$ cat src/design/cpa_pkg.sv
// Constants shared by the compare and PWM channel array
`default_nettype none
package cpa_pkg;
  localparam int CPA_CHANNELS = 4;
  localparam int CPA_TB_WIDTH = 16;
  // Register byte offsets
  localparam logic [7:0] CPA_CTRL_BASE_OFS = 8'h00;
  localparam logic [7:0] CPA_VALUE_BASE_OFS = 8'h10;
  localparam logic [7:0] CPA_FLAG_OFS = 8'h20;
  localparam logic [7:0] CPA_CONFIG_OFS = 8'h24;
  localparam logic [7:0] CPA_STATUS_OFS = 8'h28;
  // Control register fields
  localparam int CPA_SEL_POS = 0;
  localparam int CPA_CLR_POS = 1;
  localparam int CPA_ACT_POS = 2;
  localparam int CPA_ACT_WIDTH = 3;
  localparam int CPA_CTRL_WIDTH = 5;
  // Config register fields
  localparam int CPA_CONV_EN_POS = 0;
  localparam int CPA_EXT_BUS_POS = 1;
  // Status register fields
  localparam int CPA_STAT_PIN_POS = 0;
  localparam int CPA_STAT_PWM_POS = 4;
  // Match action codes
  localparam logic [2:0] CPA_ACT_NONE = 3'h0;
  localparam logic [2:0] CPA_ACT_SET = 3'h1;
  localparam logic [2:0] CPA_ACT_CLEAR = 3'h2;
  localparam logic [2:0] CPA_ACT_TOGGLE = 3'h3;
  localparam logic [1:0] CPA_ACT_PWM_HI = 2'h2;
  // Reset values
  localparam logic [4:0] CPA_CTRL_RESET = 5'h00;
  localparam logic [15:0] CPA_VALUE_RESET = 16'h0000;
  localparam logic [15:0] CPA_TOP_RESET = 16'hffff;
  localparam logic CPA_PIN_RESET = 1'b1;
  // Bus responses
  localparam logic [1:0] CPA_RESP_OKAY = 2'h0;
  localparam logic [1:0] CPA_RESP_SLVERR = 2'h2;
endpackage
`default_nettype wire

$ cat src/design/cpa_channel.sv
// One compare channel: match detection, pin action and PWM buffering
`default_nettype none
module cpa_channel
  import cpa_pkg::*;
(
  // Clock and reset
  input wire logic sys_clk,
  input wire logic reset_n,
  // Channel control
  input wire logic compare_select_bit,
  input wire logic clear_on_match_bit,
  input wire logic [2:0] match_action_field,
  input wire logic [15:0] value_buf,
  // Timebase view
  input wire logic [15:0] timebase_count,
  input wire logic timebase_step,
  input wire logic timebase_wrap,
  input wire logic counting_down,
  input wire logic center_mode,
  input wire logic [15:0] top_active,
  // Results
  output logic match_event,
  output logic clear_request,
  output logic pwm_active,
  output logic pin_state
);
  logic [15:0] cmp_reg;
  logic [15:0] cmp_next;
  logic pin_reg;
  logic pin_next;
  logic polarity;
  logic pwm_edge;
  logic [15:0] wrap_cmp;

  // Match decode, once per counter step
  assign pwm_active = compare_select_bit && (match_action_field[2:1] == CPA_ACT_PWM_HI);
  assign match_event = compare_select_bit && timebase_step
    && (timebase_count == cmp_reg);
  assign clear_request = match_event && clear_on_match_bit;
  assign polarity = match_action_field[0];
  assign pwm_edge = match_event && (cmp_reg < top_active) && (cmp_reg != 16'h0000);
  assign wrap_cmp = value_buf;

  // Active compare value: buffered in PWM, direct otherwise
  assign cmp_next = (!pwm_active || timebase_wrap) ? value_buf : cmp_reg;

  // Pin action selection
  always_comb
  begin
    pin_next = pin_reg;
    if (pwm_active && timebase_wrap && !center_mode)
    begin
      pin_next = (wrap_cmp == 16'h0000) ? polarity : ~polarity;
    end
    else if (pwm_active && pwm_edge)
    begin
      if (center_mode)
        pin_next = counting_down ? polarity : ~polarity;
      else
        pin_next = polarity;
    end
    else if (!pwm_active && match_event)
    begin
      unique case (match_action_field)
        CPA_ACT_SET: pin_next = 1'b1;
        CPA_ACT_CLEAR: pin_next = 1'b0;
        CPA_ACT_TOGGLE: pin_next = ~pin_reg;
        default: pin_next = pin_reg;
      endcase
    end
  end

  // State registers
  always_ff @(posedge sys_clk or negedge reset_n)
  begin
    if (!reset_n)
    begin
      cmp_reg <= CPA_VALUE_RESET;
      pin_reg <= CPA_PIN_RESET;
    end
    else
    begin
      cmp_reg <= cmp_next;
      pin_reg <= pin_next;
    end
  end

  assign pin_state = pin_reg;
endmodule
`default_nettype wire

$ cat src/design/cpa_top.sv
// Compare and PWM channel array with AXI4-Lite register access
//
// Chosen here: the register offsets and the AXI4-Lite interface to the registers.
`default_nettype none
// Overview of operation
// - With compare select set, counter equal to channel value raises a compare event.
// - Every compare event sets the channel match flag in the flag register.
// - With clear-on-match set, a compare event clears the timebase to zero.
// - The match action field sets, clears or toggles the channel pin.
// - Codes: 000 flag only, 001 high, 010 low, 011 invert, 11x reserved.
// - Pin actions happen whether or not the interrupt is enabled.
// - Reset sets every channel output state to one.
// - C and D idle with converter on; all idle on external bus.
// - Works in every timebase mode; actions only for values within range.
// - Clear-on-match restarts the timebase, so value sets the event interval.
// - In up/down count modes matches act on both slopes.
// - Compare select with action 10x gives PWM with buffered compare value.
// - In PWM, code 100 is inverting and 101 non-inverting.
// - PWM resolution spans 2 to 16 bits, set by TOP.
// - Edge-aligned PWM counts zero to TOP then restarts; period TOP plus one.
// - Non-inverting edge PWM: high on match, low at restart.
// - Inverting edge PWM: low on match, high at restart.
// - TOP takes effect only at the TOP-to-zero wrap.
// - In PWM, compare value loads from its buffer only at the wrap.
// - Value at or above TOP holds low non-inverting, high inverting; done in edge mode only, up/down modes leave the pin unchanged.
// - Value zero holds high non-inverting, low inverting; done in edge mode only, up/down modes leave the pin unchanged.
module cpa_top
  import cpa_pkg::*;
#(
  parameter int ADDR_WIDTH = 8
)
(
  // Clock and reset
  input wire logic sys_clk,
  input wire logic reset_n,
  // AXI4-Lite write address
  input wire logic [ADDR_WIDTH-1:0] s_axi_awaddr,
  input wire logic s_axi_awvalid,
  output logic s_axi_awready,
  // AXI4-Lite write data
  input wire logic [31:0] s_axi_wdata,
  input wire logic [3:0] s_axi_wstrb,
  input wire logic s_axi_wvalid,
  output logic s_axi_wready,
  // AXI4-Lite write response
  output logic [1:0] s_axi_bresp,
  output logic s_axi_bvalid,
  input wire logic s_axi_bready,
  // AXI4-Lite read address
  input wire logic [ADDR_WIDTH-1:0] s_axi_araddr,
  input wire logic s_axi_arvalid,
  output logic s_axi_arready,
  // AXI4-Lite read data
  output logic [31:0] s_axi_rdata,
  output logic [1:0] s_axi_rresp,
  output logic s_axi_rvalid,
  input wire logic s_axi_rready,
  // Timebase interface
  input wire logic [15:0] timebase_count,
  input wire logic timebase_step,
  input wire logic timebase_wrap,
  input wire logic timebase_counting_down,
  input wire logic [15:0] top_value,
  input wire logic [1:0] count_mode_field,
  output logic timebase_clear,
  // Output pins
  output logic [CPA_CHANNELS-1:0] channel_output_pin,
  output logic [CPA_CHANNELS-1:0] channel_output_enable
);
  localparam int NCH = CPA_CHANNELS;

  if (ADDR_WIDTH < 8 || ADDR_WIDTH > 32)
  begin : g_bad_addr
    $error("ADDR_WIDTH must be between 8 and 32");
  end

  // Bus state
  logic awready_reg;
  logic wready_reg;
  logic bvalid_reg;
  logic [1:0] bresp_reg;
  logic arready_reg;
  logic rvalid_reg;
  logic [1:0] rresp_reg;
  logic [31:0] rdata_reg;
  logic aw_full_reg;
  logic w_full_reg;
  logic [ADDR_WIDTH-1:0] awaddr_reg;
  logic [31:0] wdata_reg;
  logic [3:0] wstrb_reg;

  // Register state
  logic [CPA_CTRL_WIDTH-1:0] ctrl_reg [NCH];
  logic [15:0] value_reg [NCH];
  logic [NCH-1:0] flag_reg;
  logic [NCH-1:0] flag_next;
  logic [1:0] config_reg;
  logic [15:0] top_active_reg;
  logic timebase_clear_reg;
  logic [NCH-1:0] pin_out_reg;
  logic [NCH-1:0] pin_en_reg;

  // Channel results
  logic [NCH-1:0] match_evt;
  logic [NCH-1:0] clear_req;
  logic [NCH-1:0] pwm_on;
  logic [NCH-1:0] pin_state;
  logic [NCH-1:0] pin_block;

  // Handshake decode
  logic aw_take;
  logic w_take;
  logic ar_take;
  logic wr_fire;
  logic b_done;
  logic r_done;
  assign aw_take = s_axi_awvalid && awready_reg;
  assign w_take = s_axi_wvalid && wready_reg;
  assign ar_take = s_axi_arvalid && arready_reg;
  assign wr_fire = aw_full_reg && w_full_reg && !bvalid_reg;
  assign b_done = bvalid_reg && s_axi_bready;
  assign r_done = rvalid_reg && s_axi_rready;

  // Write address decode
  logic [7:0] wr_ofs;
  logic wr_high_zero;
  logic wr_ctrl;
  logic wr_value;
  logic wr_flag;
  logic wr_config;
  logic wr_status;
  logic wr_ok;
  logic [1:0] wr_ch;
  assign wr_ofs = {awaddr_reg[7:2], 2'h0};
  assign wr_high_zero = (ADDR_WIDTH == 8) ? 1'b1 : (awaddr_reg >> 8) == '0;
  assign wr_ch = awaddr_reg[3:2];
  assign wr_ctrl = wr_high_zero && (wr_ofs[7:4] == CPA_CTRL_BASE_OFS[7:4]);
  assign wr_value = wr_high_zero && (wr_ofs[7:4] == CPA_VALUE_BASE_OFS[7:4]);
  assign wr_flag = wr_high_zero && (wr_ofs == CPA_FLAG_OFS);
  assign wr_config = wr_high_zero && (wr_ofs == CPA_CONFIG_OFS);
  assign wr_status = wr_high_zero && (wr_ofs == CPA_STATUS_OFS);
  assign wr_ok = wr_ctrl || wr_value || wr_flag || wr_config || wr_status;

  // Read address decode
  logic [7:0] rd_ofs;
  logic rd_high_zero;
  logic [1:0] rd_ch;
  logic rd_ctrl;
  logic rd_value;
  logic rd_ok;
  logic [31:0] rd_word;
  logic [31:0] rd_ctrl_word;
  logic [31:0] rd_value_word;
  logic [31:0] rd_status_word;
  assign rd_ofs = {s_axi_araddr[7:2], 2'h0};
  assign rd_high_zero = (ADDR_WIDTH == 8) ? 1'b1 : (s_axi_araddr >> 8) == '0;
  assign rd_ch = s_axi_araddr[3:2];
  assign rd_ctrl = rd_high_zero && (rd_ofs[7:4] == CPA_CTRL_BASE_OFS[7:4]);
  assign rd_value = rd_high_zero && (rd_ofs[7:4] == CPA_VALUE_BASE_OFS[7:4]);
  assign rd_ctrl_word = {27'h0, ctrl_reg[rd_ch]};
  assign rd_value_word = {16'h0, value_reg[rd_ch]};
  assign rd_status_word = {24'h0, pwm_on, pin_out_reg};
  assign rd_ok = rd_ctrl || rd_value || (rd_high_zero
    && (rd_ofs == CPA_FLAG_OFS || rd_ofs == CPA_CONFIG_OFS || rd_ofs == CPA_STATUS_OFS));
  assign rd_word = rd_ctrl ? rd_ctrl_word
    : rd_value ? rd_value_word
    : (rd_high_zero && rd_ofs == CPA_FLAG_OFS) ? {28'h0, flag_reg}
    : (rd_high_zero && rd_ofs == CPA_CONFIG_OFS) ? {30'h0, config_reg}
    : (rd_high_zero && rd_ofs == CPA_STATUS_OFS) ? rd_status_word
    : 32'h0;

  // Write channel: address and data taken in either order
  always_ff @(posedge sys_clk or negedge reset_n)
  begin
    if (!reset_n)
    begin
      awready_reg <= 1'b1;
      wready_reg <= 1'b1;
      aw_full_reg <= 1'b0;
      w_full_reg <= 1'b0;
      awaddr_reg <= '0;
      wdata_reg <= 32'h0;
      wstrb_reg <= 4'h0;
    end
    else
    begin
      if (aw_take)
      begin
        awaddr_reg <= s_axi_awaddr;
        aw_full_reg <= 1'b1;
        awready_reg <= 1'b0;
      end
      else if (b_done)
      begin
        aw_full_reg <= 1'b0;
        awready_reg <= 1'b1;
      end
      if (w_take)
      begin
        wdata_reg <= s_axi_wdata;
        wstrb_reg <= s_axi_wstrb;
        w_full_reg <= 1'b1;
        wready_reg <= 1'b0;
      end
      else if (b_done)
      begin
        w_full_reg <= 1'b0;
        wready_reg <= 1'b1;
      end
    end
  end

  // Write response, one cycle after both halves are held
  always_ff @(posedge sys_clk or negedge reset_n)
  begin
    if (!reset_n)
    begin
      bvalid_reg <= 1'b0;
      bresp_reg <= CPA_RESP_OKAY;
    end
    else if (wr_fire)
    begin
      bvalid_reg <= 1'b1;
      bresp_reg <= wr_ok ? CPA_RESP_OKAY : CPA_RESP_SLVERR;
    end
    else if (b_done)
    begin
      bvalid_reg <= 1'b0;
    end
  end

  // Read channel, answer in the cycle after the address is taken
  always_ff @(posedge sys_clk or negedge reset_n)
  begin
    if (!reset_n)
    begin
      arready_reg <= 1'b1;
      rvalid_reg <= 1'b0;
      rresp_reg <= CPA_RESP_OKAY;
      rdata_reg <= 32'h0;
    end
    else if (ar_take)
    begin
      arready_reg <= 1'b0;
      rvalid_reg <= 1'b1;
      rresp_reg <= rd_ok ? CPA_RESP_OKAY : CPA_RESP_SLVERR;
      rdata_reg <= rd_word;
    end
    else if (r_done)
    begin
      arready_reg <= 1'b1;
      rvalid_reg <= 1'b0;
    end
  end

  // Per-channel registers and compare units
  for (genvar i = 0; i < NCH; i++)
  begin : g_ch
    logic sel_wr;
    assign sel_wr = wr_fire && (wr_ch == 2'(i));
    always_ff @(posedge sys_clk or negedge reset_n)
    begin
      if (!reset_n)
      begin
        ctrl_reg[i] <= CPA_CTRL_RESET;
        value_reg[i] <= CPA_VALUE_RESET;
      end
      else
      begin
        if (sel_wr && wr_ctrl && wstrb_reg[0])
          ctrl_reg[i] <= wdata_reg[CPA_CTRL_WIDTH-1:0];
        if (sel_wr && wr_value && wstrb_reg[0])
          value_reg[i][7:0] <= wdata_reg[7:0];
        if (sel_wr && wr_value && wstrb_reg[1])
          value_reg[i][15:8] <= wdata_reg[15:8];
      end
    end

    cpa_channel u_channel (
      .sys_clk(sys_clk),
      .reset_n(reset_n),
      .compare_select_bit(ctrl_reg[i][CPA_SEL_POS]),
      .clear_on_match_bit(ctrl_reg[i][CPA_CLR_POS]),
      .match_action_field(ctrl_reg[i][CPA_ACT_POS+CPA_ACT_WIDTH-1:CPA_ACT_POS]),
      .value_buf(value_reg[i]),
      .timebase_count(timebase_count),
      .timebase_step(timebase_step),
      .timebase_wrap(timebase_wrap),
      .counting_down(timebase_counting_down),
      .center_mode(count_mode_field[1]),
      .top_active(top_active_reg),
      .match_event(match_evt[i]),
      .clear_request(clear_req[i]),
      .pwm_active(pwm_on[i]),
      .pin_state(pin_state[i])
    );

    // Converter owns C and D; external bus owns all pins
    assign pin_block[i] = config_reg[CPA_EXT_BUS_POS]
      || (config_reg[CPA_CONV_EN_POS] && (i >= 2));
  end

  // Flags: hardware set wins over write-one-to-clear
  logic [NCH-1:0] flag_clr;
  assign flag_clr = (wr_fire && wr_flag && wstrb_reg[0]) ? wdata_reg[NCH-1:0] : '0;
  assign flag_next = (flag_reg & ~flag_clr) | match_evt;

  // Flags, config, TOP buffer, timebase clear and pins
  always_ff @(posedge sys_clk or negedge reset_n)
  begin
    if (!reset_n)
    begin
      flag_reg <= '0;
      config_reg <= 2'h0;
      top_active_reg <= CPA_TOP_RESET;
      timebase_clear_reg <= 1'b0;
      pin_out_reg <= {NCH{CPA_PIN_RESET}};
      pin_en_reg <= '0;
    end
    else
    begin
      flag_reg <= flag_next;
      if (wr_fire && wr_config && wstrb_reg[0])
        config_reg <= wdata_reg[1:0];
      if (timebase_wrap)
        top_active_reg <= top_value;
      timebase_clear_reg <= |clear_req;
      pin_out_reg <= pin_state;
      pin_en_reg <= ~pin_block;
    end
  end

  // Outputs
  assign s_axi_awready = awready_reg;
  assign s_axi_wready = wready_reg;
  assign s_axi_bvalid = bvalid_reg;
  assign s_axi_bresp = bresp_reg;
  assign s_axi_arready = arready_reg;
  assign s_axi_rvalid = rvalid_reg;
  assign s_axi_rresp = rresp_reg;
  assign s_axi_rdata = rdata_reg;
  assign timebase_clear = timebase_clear_reg;
  assign channel_output_pin = pin_out_reg;
  assign channel_output_enable = pin_en_reg;
endmodule
`default_nettype wire

$ cat config.mk
export PLATFORM = sky130hd
export DESIGN_NAME = cpa_top
export DESIGN_NICKNAME = d
export VERILOG_FILES = /design/src/design/cpa_pkg.sv /design/src/design/cpa_channel.sv /design/src/design/cpa_top.sv
export SDC_FILE = /design/constraint.sdc
export NUM_CORES = 1
export LEC_CHECK = 0
export BUFFER_PORTS_ARGS = -buffer_cell sky130_fd_sc_hd__buf_4
export CAP_MARGIN = 20
export CORE_ASPECT_RATIO = 1.2
export CORE_MARGIN = 3
export CORE_UTILIZATION = 50
export CTS_CLUSTER_DIAMETER = 100
export CTS_CLUSTER_SIZE = 12
export DETAILED_ROUTE_END_ITERATION = 10
export GPL_ROUTABILITY_DRIVEN = 0
export MAX_ROUTING_LAYER = met4
export PLACE_DENSITY = 0.8
export SYNTH_ARGS = -nofsm -noshare
export SYNTH_HDL_FRONTEND = slang
export SYNTH_SLANG_ARGS = --single-unit
export TNS_END_PERCENT = 10
$ cat constraint.sdc
create_clock -name sys_clk -period 6.1 [get_ports sys_clk]
set_input_delay 0.61 -clock sys_clk [delete_from_list [all_inputs] [get_ports sys_clk]]
set_output_delay 0.61 -clock sys_clk [all_outputs]
set_load 0.02 [all_outputs]
* Word level (Yosys, flattened, before mapping)
Index checks and enable logic that the tools add are counted.
** Storage, ports and cells
- Bits in registers :: 252
- Bits of input ports :: 96
- Logic and storage cells :: 263
** Operators by class
- Order comparisons :: 5
- Eq/ne operators :: 31
- Muxes and demuxes :: 53
- Bitwise gates (word level) :: 13
- Reductions and logical operators :: 122
** Operator list (count)
- $logic_and A1 B1 Y1 :: 75
- $eq A16 B16 Y1 :: 4
- $logic_not A16 Y1 :: 4
- $lt A16 B16 Y1 :: 4
- $mux W16 :: 4
- $reduce_bool A16 Y1 :: 4
- $eq A6 B4 Y1 const B :: 6
- $mux W1 :: 35
- $bmux W16 S2 :: 1
- $eq A3 B2 Y1 const B :: 8
- $mux W8 :: 3
- $reduce_bool A5 Y1 :: 4
- $logic_or A1 B1 Y1 :: 13
- $eq A2 B2 Y1 const B :: 6
- $eq A3 B1 Y1 const B :: 4
- $pmux W1 S3 :: 4
- $reduce_bool A3 Y1 :: 4
- $bmux W5 S2 :: 1
- $mux W5 :: 2
- $eq A4 B1 Y1 const B :: 2
- $logic_not A4 Y1 :: 2
- $not A1 Y1 :: 8
- $not A4 Y4 :: 2
- $reduce_and A2 Y1 :: 4
- other kinds (11) :: 20

* Depth between registers and ports, before layout
Gate-level depths: netlist of run 1.
- Depth in word-level cells :: 8
- Mapped depth :: 8
- Mapped depth without buffers :: 8

* By module
Synthesis of run 1 repeated with hierarchy kept, for this count alone.
** Unflattened totals
- Cells, all modules :: 1035
- Area total of the unflattened synthesis :: 12522.0 µm²
** By module, submodules not included
- cpa_top :: times used 1, cells an instance 476, area an instance 7055.5 µm², sequential area each 4082.7 µm²
- cpa_channel (g_ch[1].u_channel ...) :: times used 2, cells an instance 138, area an instance 1361.3 µm², sequential area each 426.7 µm²
- cpa_channel (g_ch[0].u_channel) :: times used 1, cells an instance 145, area an instance 1381.3 µm², sequential area each 426.7 µm²
- cpa_channel (g_ch[3].u_channel) :: times used 1, cells an instance 138, area an instance 1362.6 µm², sequential area each 426.7 µm²

* Least setup slack after synthesis of run 1
OpenSTA, ideal clock, no wires.
- Kind :: in2reg
- From :: input s_axi_araddr[2]
- To :: register rdata_reg[0] (netlist: s_axi_rdata[0])
- Setup time :: 0.137 ns
- Data arrival time :: 2.041 ns
- Required time :: 5.963 ns
- Slack :: 3.922 ns
- Stages on the path :: 6
- Path buffers :: 2
- Cell sequence :: buf_4 > buf_2 > mux4_2 > mux2_2 > a22oi_1 > o21ai_0
** On the way
- Word-level cells in the longest chain between the ends :: 6
** Ends and longest elaborated chain
- start, declared :: RTL line cpa_top.sv:50 : input wire logic [ADDR_WIDTH-1:0] s_axi_araddr,
- $eq A6 B4 Y1 / $not A2 Y3 (equally long branches) :: RTL line cpa_top.sv:169, cpa_top.sv:160, cpa_top.sv:161
- $mux W8 / $bmux W16 S2 (equally long branches) :: RTL line cpa_top.sv:169, cpa_top.sv:161
- $mux W8 / $mux W16 (equally long branches) :: RTL line cpa_top.sv:168, cpa_top.sv:161
- $mux W8 / $mux W16 (equally long branches) :: RTL line cpa_top.sv:167, cpa_top.sv:161
- $mux W16 :: RTL line cpa_top.sv:166 : : rd_value ? rd_value_word
- $mux W16 * :: RTL line cpa_top.sv:165 : assign rd_word = rd_ctrl ? rd_ctrl_word
- end signal, assigned :: RTL line cpa_top.sv:247 : rdata_reg <= rd_word;
- end, declared :: RTL line cpa_top.sv:85 : logic [31:0] rdata_reg;
Every way passes the cells marked *; elsewhere a longest branch is shown, timed or not. The select of a mux whose other input is x is not followed.
A chain may end at the register's enable or synchronous reset.

* Worst setup path in the final report of run 1
- From :: register top_active_reg[13]
- To :: register g_ch[0].u_channel.pin_reg
** On the way
- Word-level cells in the longest chain between the ends :: 6
** Ends and longest elaborated chain
- start, declared :: RTL line cpa_top.sv:98 : logic [15:0] top_active_reg;
- start signal, assigned :: RTL line cpa_top.sv:326 : top_active_reg <= top_value;
- $lt A16 B16 Y1 * :: RTL line cpa_channel.sv:41 : assign pwm_edge = match_event && (cmp_reg < top_active) && (cmp_reg != 16'h0000);
- $logic_and A1 B1 Y1 * (2 in series) :: RTL line cpa_channel.sv:41
- $logic_and A1 B1 Y1 * :: RTL line cpa_channel.sv:55 : else if (pwm_active && pwm_edge)
- $reduce_bool A5 Y1 (no source line), or another cell as far along
- $reduce_and A2 Y1 (no source line) / $mux W1 (equally long branches)
- end signal, assigned :: RTL line cpa_channel.sv:84 : pin_reg <= pin_next;
- end, declared :: RTL line cpa_channel.sv:29 : logic pin_reg;
Every way passes the cells marked *; elsewhere a longest branch is shown, timed or not.

==> results of run 1 <==
## through the flow
| step | hold slack, ns | area [sq um] |
|---|---|---|
| CTS | 0.234 | 13900 |
| detailed placement | 0.360 | 13200 |
| floorplan | 0.314 | 12300 |
| global route | 0.256 | 13900 |
| finish | 0.157 | 13900 |
| global placement | 0.363 | 13200 |
## critical path, delay by kind of cell (launching register included)
| kind | cells | cell delay, ns |
|---|---|---|
| and+or+nand+nor | 3 | 0.88 |
| DFF | 1 | 0.51 |
| buffers and inverters | 1 | 0.11 |
| AOI/OAI and AO/OA | 3 | 0.55 |
| adders and majority gates | 1 | 0.33 |
## power by group through the flow
stage	logic (mW)	registers, mW	clock network [mW]
floorplan	1.13	2.25	0
global placement	1.46	2.45	0
detailed placement	1.52	2.48	0
CTS	1.53	2.46	1.29
global route	1.69	2.53	1.36
finish	1.54	2.48	1.28
## per-layer routing
layer	vias to the layer above	part of all wire	routed length (um)	global-route usage
li1	3917	-	-	-
met1	4449	0.40	13300	0.337
met2	437	0.47	15700	0.411
met3	124	0.070	2330	0.0337
met4	0	0.058	1930	0.130
met5	-	0	0	-
## worst paths after layout
check	end	slack (ns)	cells after the start
hold reg to reg	channel_output_pin[0]	0.37	0
min in group sys_clk	s_axi_awready	0.25	2
setup reg to reg	g_ch[0].u_channel.pin_state	3.65	8
max in group asynchronous	wdata_reg[8]	4.55	2
hold / removal	flag_reg[0]	0.16	1
setup / recovery	g_ch[0].u_channel.pin_state	3.65	8
## cell families (layout without fill, tap and decap cells)
kind of cell    Yosys count  in the layout  synth area share
compound gates          126            126            0.0658
xor+xnor                 67             67            0.0491
fa+ha+maj                60             60            0.0613
buf+inv                  79            176            0.0332
flops                   230            230             0.473
mux                     208            208             0.210
other cells               1             18          0.000306
simple gates            246            246             0.108
## cell type report
cell class / instances / area, sq um
fill: 1973 / 10200
multi-input combinational: 725 / 6120
sequential: 230 / 5790
timing repair buffer: 109 / 826
clock buffer: 40 / 639
tap: 320 / 400
inverter: 26 / 97.6
clock inverter: 1 / 11.3
## synth_stat cells, drive strengths merged, types with 2 or more instances
cell type  instances
xnor2             50
dfstp             27
or2                3
nor2              27
nand2             73
o22ai              2
and3               2
clkbuf            19
nor3b              2
nand4             26
and2               7
inv               26
nor2b              6
a22oi              8
nand2b             8
nand3             13
a21oi             24
mux2i              5
a31oi              2
a22o               9
nand3b             5
nor3              12
dfrtp            203
o21a               2
a21o               9
nor4b              4
or4                2
a211oi             8
or3b               2
mux2             182
and4               8
ha                60
mux4              21
o21ai             46
o2111ai            4
nor4              43
xor2              17
buf               34
==> flow_metrics.py, run 1 <==
metrics = {
    "status": {
        "status": "finished, final reports clean",
    },
    "timing": {
        "finalHoldViolCount": 0,
        "rsz0062_at_grt": "no",
        "slew_headroom": 0.291,
        "tns_ns": 0,
        "max_freq_mhz": 409,
        "drv_slew": 0,
        "period_share": 0.401,
        "tightest_slew_ns": 1.06,
        "min_period_ns": 2.45,
        "final.setup.worst_slack_ns": 3.65,
        "finalSetupViolCount": 0,
        "finClkSkew_ns": 0.0218,
    },
    "finish": {
        "nets": 1271,
        "fin_cells": 1451,
        "fin_util": 0.577,
        "antenna_cells": 0,
        "drive_above_1_share": 0.331,
        "final_common_cell": "dfrtp_1",
        "area_delta_synth_final_pct": 13.3,
        "final_cell_mix": "dfrtp_1, mux2_2, buf_4, nand2_1, ha_1",
    },
    "route": {
        "drc": 0,
        "antenna_left": 0,
        "routed-via-count": 8927,
        "firstDrtPassIters": 5,
        "drt-initial-drc-count": 766,
        "avgViaCountPerCell": 6.15,
        "drt-total-wl_um": 33300,
        "wl_per_cell_um": 22.9,
    },
    "global_routing": {
        "grt_max_degree": 134,
        "grt_util_all_layers": 0.262,
        "grt_remaining_overflow": 0,
        "grt_pass1_wl_um": 51700,
        "antenna_found_initial": 0,
        "grt_pass1_vias": 9112,
    },
    "critical_path": {
        "crit_type": "flip-flop to flip-flop",
        "critPathMaxStageDelay_ns": 0.62,
        "worstPathRequired_ns": 6.54,
        "crit_chain": "inv_1 -> ha_1 -> a211oi_1 -> nor2_1 -> nor4_1 -> nand3_1 -> o31ai_1 -> a21oi_1",
        "cp-startpoint": "top_active_reg[13]",
        "cp.arrival_ns": 2.88,
        "start_kind": "flip-flop",
        "timing.rr.start": "top_active_reg[13]",
        "critPathCaptureType": "flip-flop",
        "critPathSlowestCell": "nor4_1",
        "crit_fanout": 5,
    },
    "synthesis": {
        "async_flop_share": 1.00,
        "synth_edf_count": 0,
        "synthCells": 1017,
        "avgSynthCellArea_sq_um": 12.0,
        "ys_warn_count": 0,
        "ys.flop_type": "dfrtp_1",
        "ys_ff_latch": 230,
        "synth_top_cell_by_area": "dfrtp_1",
        "synth.top_cells.by_area": "dfrtp_1, mux2_2, ha_1",
        "syn-cell-area_sq_um": 12200,
        "synth_top_area_share": 0.415,
        "yosysUniqueCellTypes": 64,
        "yosysSeqAreaShare": 0.473,
    },
    "die": {
        "die_area_sq_um": 26400,
        "die_w_um": 149,
        "start_util": 0.509,
        "row_count": 62,
        "core_sq_um": 24000,
        "dieHeight_um": 177,
        "pin_count": 146,
    },
    "clocking": {
        "cts.sinks": 230,
        "cts_htree_levels": 1,
        "cts_repair_resize_count": 0,
        "max-clock-path-buffers": 3,
        "path_clk_slew_ns": 0.06,
        "cts_made_buffers": 23,
        "cts-root-buf": "clkbuf_16",
        "cts_setup_buffers": 0,
        "cts_tree": "yes",
        "clk_latency_ns": 0.51,
        "ctsHoldBuffers": 0,
    },
    "power_and_ir_drop": {
        "seqPwrFrac": 0.468,
        "powerDensity_nw_per_um2": 382,
        "p_leak_nw": 6.51,
        "switching_share": 0.353,
        "power.total_mw": 5.30,
        "ir_drop_uv": 292,
        "clock_power_share": 0.241,
        "p_sw_mw": 1.87,
        "internal_power_mw": 3.43,
        "power_frac_comb": 0.291,
    },
    "job": {
        "cap_violations": 0,
    },
    "placement": {
        "dp.cells": 1410,
        "dpl_worst_slack_ns": 3.60,
        "dp_hpwl_um": 25100,
        "numPortBuffers": 104,
    },
    "hold_path": {
        "hold_path_class": "input pin to asynchronous set/reset pin",
    },
}
(Power assumes the default switching activity.)
==> inputs of run 2 (changes only) <==
Settings changed: PLACE_DENSITY 0.8 to 0.83.
Clock period 6.1 ns to 2.17 ns, I/O delays scaled along.
==> flow_metrics.py, run 2 (synthesized netlist as in run 1, its figures left out) <==
metrics = {
    "clocking": {
        "clk_latency_ns": 0.51,
        "cts_htree_levels": 1,
        "path_clk_slew_ns": 0.06,
        "cts.sinks": 230,
        "cts-root-buf": "clkbuf_16",
        "cts_tree": "yes",
        "max-clock-path-buffers": 3,
        "cts_made_buffers": 23,
    },
    "timing": {
        "min_period_ns": 2.20,
        "final.setup.worst_slack_ns": -0.0259,
        "tns_ns": -0.0463,
        "max_freq_mhz": 455,
        "period_share": 1.01,
        "drv_slew": 0,
        "finalSetupViolCount": 2,
        "finClkSkew_ns": 0.0256,
        "rsz0062_at_grt": "yes",
        "finalHoldViolCount": 0,
        "slew_headroom": 0.568,
        "tightest_slew_ns": 0.643,
    },
    "power_and_ir_drop": {
        "internal_power_mw": 9.86,
        "powerDensity_nw_per_um2": 1040,
        "ir_drop_uv": 666,
        "p_sw_mw": 5.54,
        "p_leak_nw": 6.95,
        "clock_power_share": 0.235,
        "switching_share": 0.360,
        "power_frac_comb": 0.312,
        "seqPwrFrac": 0.453,
    },
    "critical_path": {
        "crit_type": "flip-flop to flip-flop",
        "cp.arrival_ns": 2.64,
        "worstPathRequired_ns": 2.61,
        "critPathCaptureType": "flip-flop",
        "crit_fanout": 5,
        "start_kind": "flip-flop",
    },
    "finish": {
        "nets": 1362,
        "final_common_cell": "dfrtp_1",
        "antenna_cells": 0,
        "multi_input_area_sq_um": 6220,
        "nFillCells": 1840,
        "drive_above_1_share": 0.355,
        "final_cell_mix": "dfrtp_1, mux2_2, buf_4, nand2_1, ha_1",
        "finalInstanceArea_sq_um": 14800,
        "area_delta_synth_final_pct": 21.1,
        "register_area_sq_um": 5790,
    },
    "placement": {
        "dpl-instance-area_sq_um": 13600,
        "numPortBuffers": 104,
        "dp_hpwl_um": 26500,
    },
    "route": {
        "drt-total-wl_um": 35300,
        "drt-initial-drc-count": 930,
        "avgViaCountPerCell": 6.16,
        "antenna_left": 0,
        "wl_per_cell_um": 22.9,
        "firstDrtPassIters": 5,
        "drc": 0,
        "routed-via-count": 9493,
    },
    "status": {
        "status": "finished with violations",
        "violations": "setup timing",
    },
    "hold_path": {
        "hold_path_class": "input pin to flip-flop",
    },
    "die": {
        "die_w_um": 149,
        "die_area_sq_um": 26400,
        "pin_count": 146,
        "core_sq_um": 24000,
        "dieHeight_um": 177,
        "start_util": 0.509,
        "row_count": 62,
    },
    "job": {
        "cap_violations": 0,
    },
    "global_routing": {
        "grt_remaining_overflow": 0,
        "grt_max_degree": 68,
        "grt_util_all_layers": 0.273,
        "grt_pass1_wl_um": 54300,
        "grt_pass1_vias": 9664,
        "antenna_found_initial": 0,
    },
}
-- run 2: what timing repair did --
| item | 4_1_cts | 5_1_grt |
|---|---|---|
| resized for setup | 5 | 16 |
| endpoints found under the setup margin | 2 | 4 |
| buffers inserted | 0 | 1 |
| hold endpoints to repair | 104 | 0 |
| hold buffers | 47 | 0 |
| pin swaps | 2 | 10 |
-- run 2: cell type report --
type / instances / area share
Clock buffer: 40 / 0.0431
Clock inverter: 1 / 0.000759
Inverter: 26 / 0.00683
Multi-Input combinational cell: 725 / 0.420
Sequential cell: 230 / 0.390
Timing Repair Buffer: 200 / 0.112
Tap cell: 320 / 0.0270
-- run 2: critical path: stages, from the launching register on --
cell and delay, ns:
dfstp_2 0.54, clkinvlp_4 0.17, ha_4 0.25, and3_1 0.18, o21ai_2 0.13, o2111ai_2 0.14, a2111o_1 0.44, buf_4 0.15
a21oi_2 0.13
-- run 2: path summary, 6_finish.rpt --
path | from | to | slack (ns) | cells after the start
max reg2reg | top_active_reg[13] | g_ch[3].u_channel.pin_state | -0.03 | 8
max in group asynchronous | reset_n | top_active_reg[11] | 1.13 | 3
min | s_axi_araddr[6] | s_axi_rresp[1] | 0.18 | 5
min in group asynchronous | reset_n | s_axi_rdata[4] | 0.26 | 2
min reg2reg | g_ch[0].u_channel.pin_state | channel_output_pin[0] | 0.38 | 0
max | top_active_reg[13] | g_ch[3].u_channel.pin_state | -0.03 | 8
-- run 2: routing by layer --
metal / track usage / part of all wire / vias to the layer above
met5: - / 0 / -
li1: - / - / 4104
met3: 0.0398 / 0.081 / 121
met4: 0.122 / 0.051 / 0
met1: 0.343 / 0.39 / 4776
met2: 0.442 / 0.48 / 492
-- run 2: metrics by stage --
step / std cells / util / hold slack [ns] / power (mW) / setup WS, ns
floorplan: 1034 / - / -0.0786 / 9.51 / 0.100
global placement: 1453 / 0.565 / 0.218 / 11.2 / 0.0119
detailed placement: 1453 / 0.565 / 0.221 / 11.5 / -0.0670
CTS: 1541 / 0.612 / 0.160 / 15.2 / -0.0134
global route: 1542 / 0.617 / 0.198 / 16.1 / -0.102
finish: 1542 / 0.617 / 0.180 / 15.4 / -0.0259
-- run 2: power groups by stage --
stage	clock (mW)	sequential [mW]	combinational (mW)
after floorplan	0	6.32	3.19
after global routing	3.83	7.09	5.20
final	3.62	6.98	4.81
after CTS	3.66	6.89	4.69
after global placement	0	6.86	4.39
after detailed placement	0	6.94	4.58
==> inputs of run 3 (changes only) <==
Settings changed: CORE_UTILIZATION 50 to 30, PLACE_DENSITY 0.83 to default, PLACE_DENSITY_LB_ADDON from default to 0.2.
==> flow_metrics.py, run 3 (synthesized netlist as in run 1, its figures left out) <==
metrics = {
    "clocking": {
        "cts.sinks": 230,
        "cts_htree_levels": 1,
        "cts_setup_buffers": 0,
        "path_clk_slew_ns": 0.07,
        "cts_tree": "yes",
        "clk_latency_ns": 0.53,
        "max-clock-path-buffers": 3,
        "cts-root-buf": "clkbuf_16",
        "cts_made_buffers": 23,
    },
    "power_and_ir_drop": {
        "powerDensity_nw_per_um2": 1030,
        "ir_drop_uv": 453,
        "power.total_mw": 15.9,
        "p_leak_nw": 7.17,
    },
    "route": {
        "drt-initial-drc-count": 583,
        "antenna_left": 0,
        "wl_per_cell_um": 22.2,
        "avgViaCountPerCell": 5.07,
        "routed-via-count": 9098,
        "firstDrtPassIters": 5,
        "drc": 0,
        "drt-total-wl_um": 39900,
    },
    "die": {
        "dieHeight_um": 227,
        "die_area_sq_um": 43300,
        "row_count": 80,
        "die_w_um": 190,
        "core_sq_um": 40000,
        "pin_count": 146,
        "start_util": 0.306,
    },
    "hold_path": {
        "hold_path_class": "input pin to flip-flop",
    },
    "finish": {
        "antenna_cells": 0,
        "fin_cells": 1795,
        "nets": 1402,
        "area_delta_synth_final_pct": 26.3,
        "final_common_cell": "dfrtp_1",
        "final_cell_mix": "dfrtp_1, buf_4, mux2_2, nand2_1, ha_1",
        "drive_above_1_share": 0.377,
        "nFillCells": 3935,
    },
    "placement": {
        "dpl_worst_slack_ns": -0.0742,
        "dp_hpwl_um": 31400,
        "numPortBuffers": 104,
        "dp.cells": 1705,
    },
    "critical_path": {
        "crit_chain": "inv_1 -> ha_1 -> a21o_1 -> o21ai_0 -> o2111ai_1 -> a2111o_1 -> buf_4 -> a21oi_2",
        "critPathSlowestCell": "dfstp_2",
        "critPathCaptureType": "flip-flop",
        "cp.arrival_ns": 2.66,
        "crit_fanout": 3,
        "ff2ff_setup_slack_ns": -0.02,
        "critPathMaxStageDelay_ns": 0.51,
        "crit_type": "flip-flop to flip-flop",
        "worstPathRequired_ns": 2.64,
        "start_kind": "flip-flop",
    },
    "status": {
        "violations": "setup timing",
        "status": "finished with violations",
    },
    "timing": {
        "finClkSkew_ns": 0.0205,
        "max_freq_mhz": 456,
        "rsz0062_at_grt": "yes",
        "min_period_ns": 2.19,
        "final.setup.worst_slack_ns": -0.0226,
        "period_share": 1.01,
        "finalHoldViolCount": 0,
        "finalSetupViolCount": 1,
        "slew_headroom": 0.591,
        "tightest_slew_ns": 0.614,
        "drv_slew": 0,
    },
    "global_routing": {
        "grt_remaining_overflow": 0,
        "grt_max_degree": 66,
        "grt_pass1_vias": 9574,
        "grt_pass1_wl_um": 60200,
        "grt_util_all_layers": 0.191,
        "antenna_found_initial": 0,
    },
    "job": {
        "cap_violations": 0,
    },
}
[run 3: worst max-delay path, delay by kind of cell (launching register included)]
family / cells / cell delay (ns)
AO/OA/AOI/OAI: 5 / 1.07
buffers and inverters: 2 / 0.22
adder cells (fa/ha/maj): 1 / 0.34
flip-flops: 1 / 0.51
[run 3: what timing repair did]
item / CTS / global route
endpoints found under the setup margin: 3 / 20
gates resized for setup: 4 / 27
pin swaps: 2 / 9
endpoints found under the hold margin: 98 / 0
cloned: 0 / 0
hold buffers: 49 / 0
[run 3: final timing paths]
kind / from / endpoint / cells after the start
worst min-delay path: s_axi_araddr[6] / s_axi_rresp[1] / 5
max in group asynchronous: reset_n / value_reg[47] / 3
min in group asynchronous: reset_n / ctrl_reg[17] / 2
worst max register to register: top_active_reg[14] / g_ch[3].u_channel.pin_state / 8
worst max-delay path: top_active_reg[14] / g_ch[3].u_channel.pin_state / 8
worst min register to register: g_ch[0].u_channel.pin_state / channel_output_pin[0] / 0
[run 3: final cells by class]
cell class | count | area (sq um) | share of cell area
inverters | 26 | 104 | 0.00671
clock buffers | 40 | 639 | 0.0413
multi-input cells | 725 | 6270 | 0.405
flip-flops and latches | 230 | 5790 | 0.374
well taps | 533 | 667 | 0.0431
repair buffers | 240 | 1990 | 0.129
clock inverters | 1 | 11.3 | 0.000728
[run 3: through the flow]
| step | util | TNS, ns | hold WS (ns) | area, sq um |
|---|---|---|---|---|
| 6_report | 0.387 | -0.0226 | 0.165 | 15500 |
| 5_1_grt | 0.387 | -0.302 | 0.175 | 15500 |
| 4_1_cts | 0.383 | -0.0117 | 0.145 | 15300 |
| 3_5_place_dp | 0.354 | -0.129 | 0.223 | 14200 |
| 3_3_place_gp | 0.354 | -0.0154 | 0.223 | 14200 |
| 2_1_floorplan | - | 0 | -0.0786 | 12300 |
[run 3: per-layer routing]
| metal | global-route usage | routed length [um] | up-vias |
|---|---|---|---|
| li1 | - | - | 4202 |
| met1 | 0.251 | 17800 | 4567 |
| met2 | 0.307 | 18900 | 259 |
| met3 | 0.0222 | 1770 | 70 |
| met4 | 0.0668 | 1440 | 0 |
| met5 | - | 0 | - |
[run 3: report_power, final]
part / total, mW / internal, mW / switching [mW]
Sequential: 6.92 / 5.37 / 1.55
Clock: 3.70 / 1.99 / 1.70
Combinational: 5.24 / 2.75 / 2.50
Total: 15.9 / 10.1 / 5.75
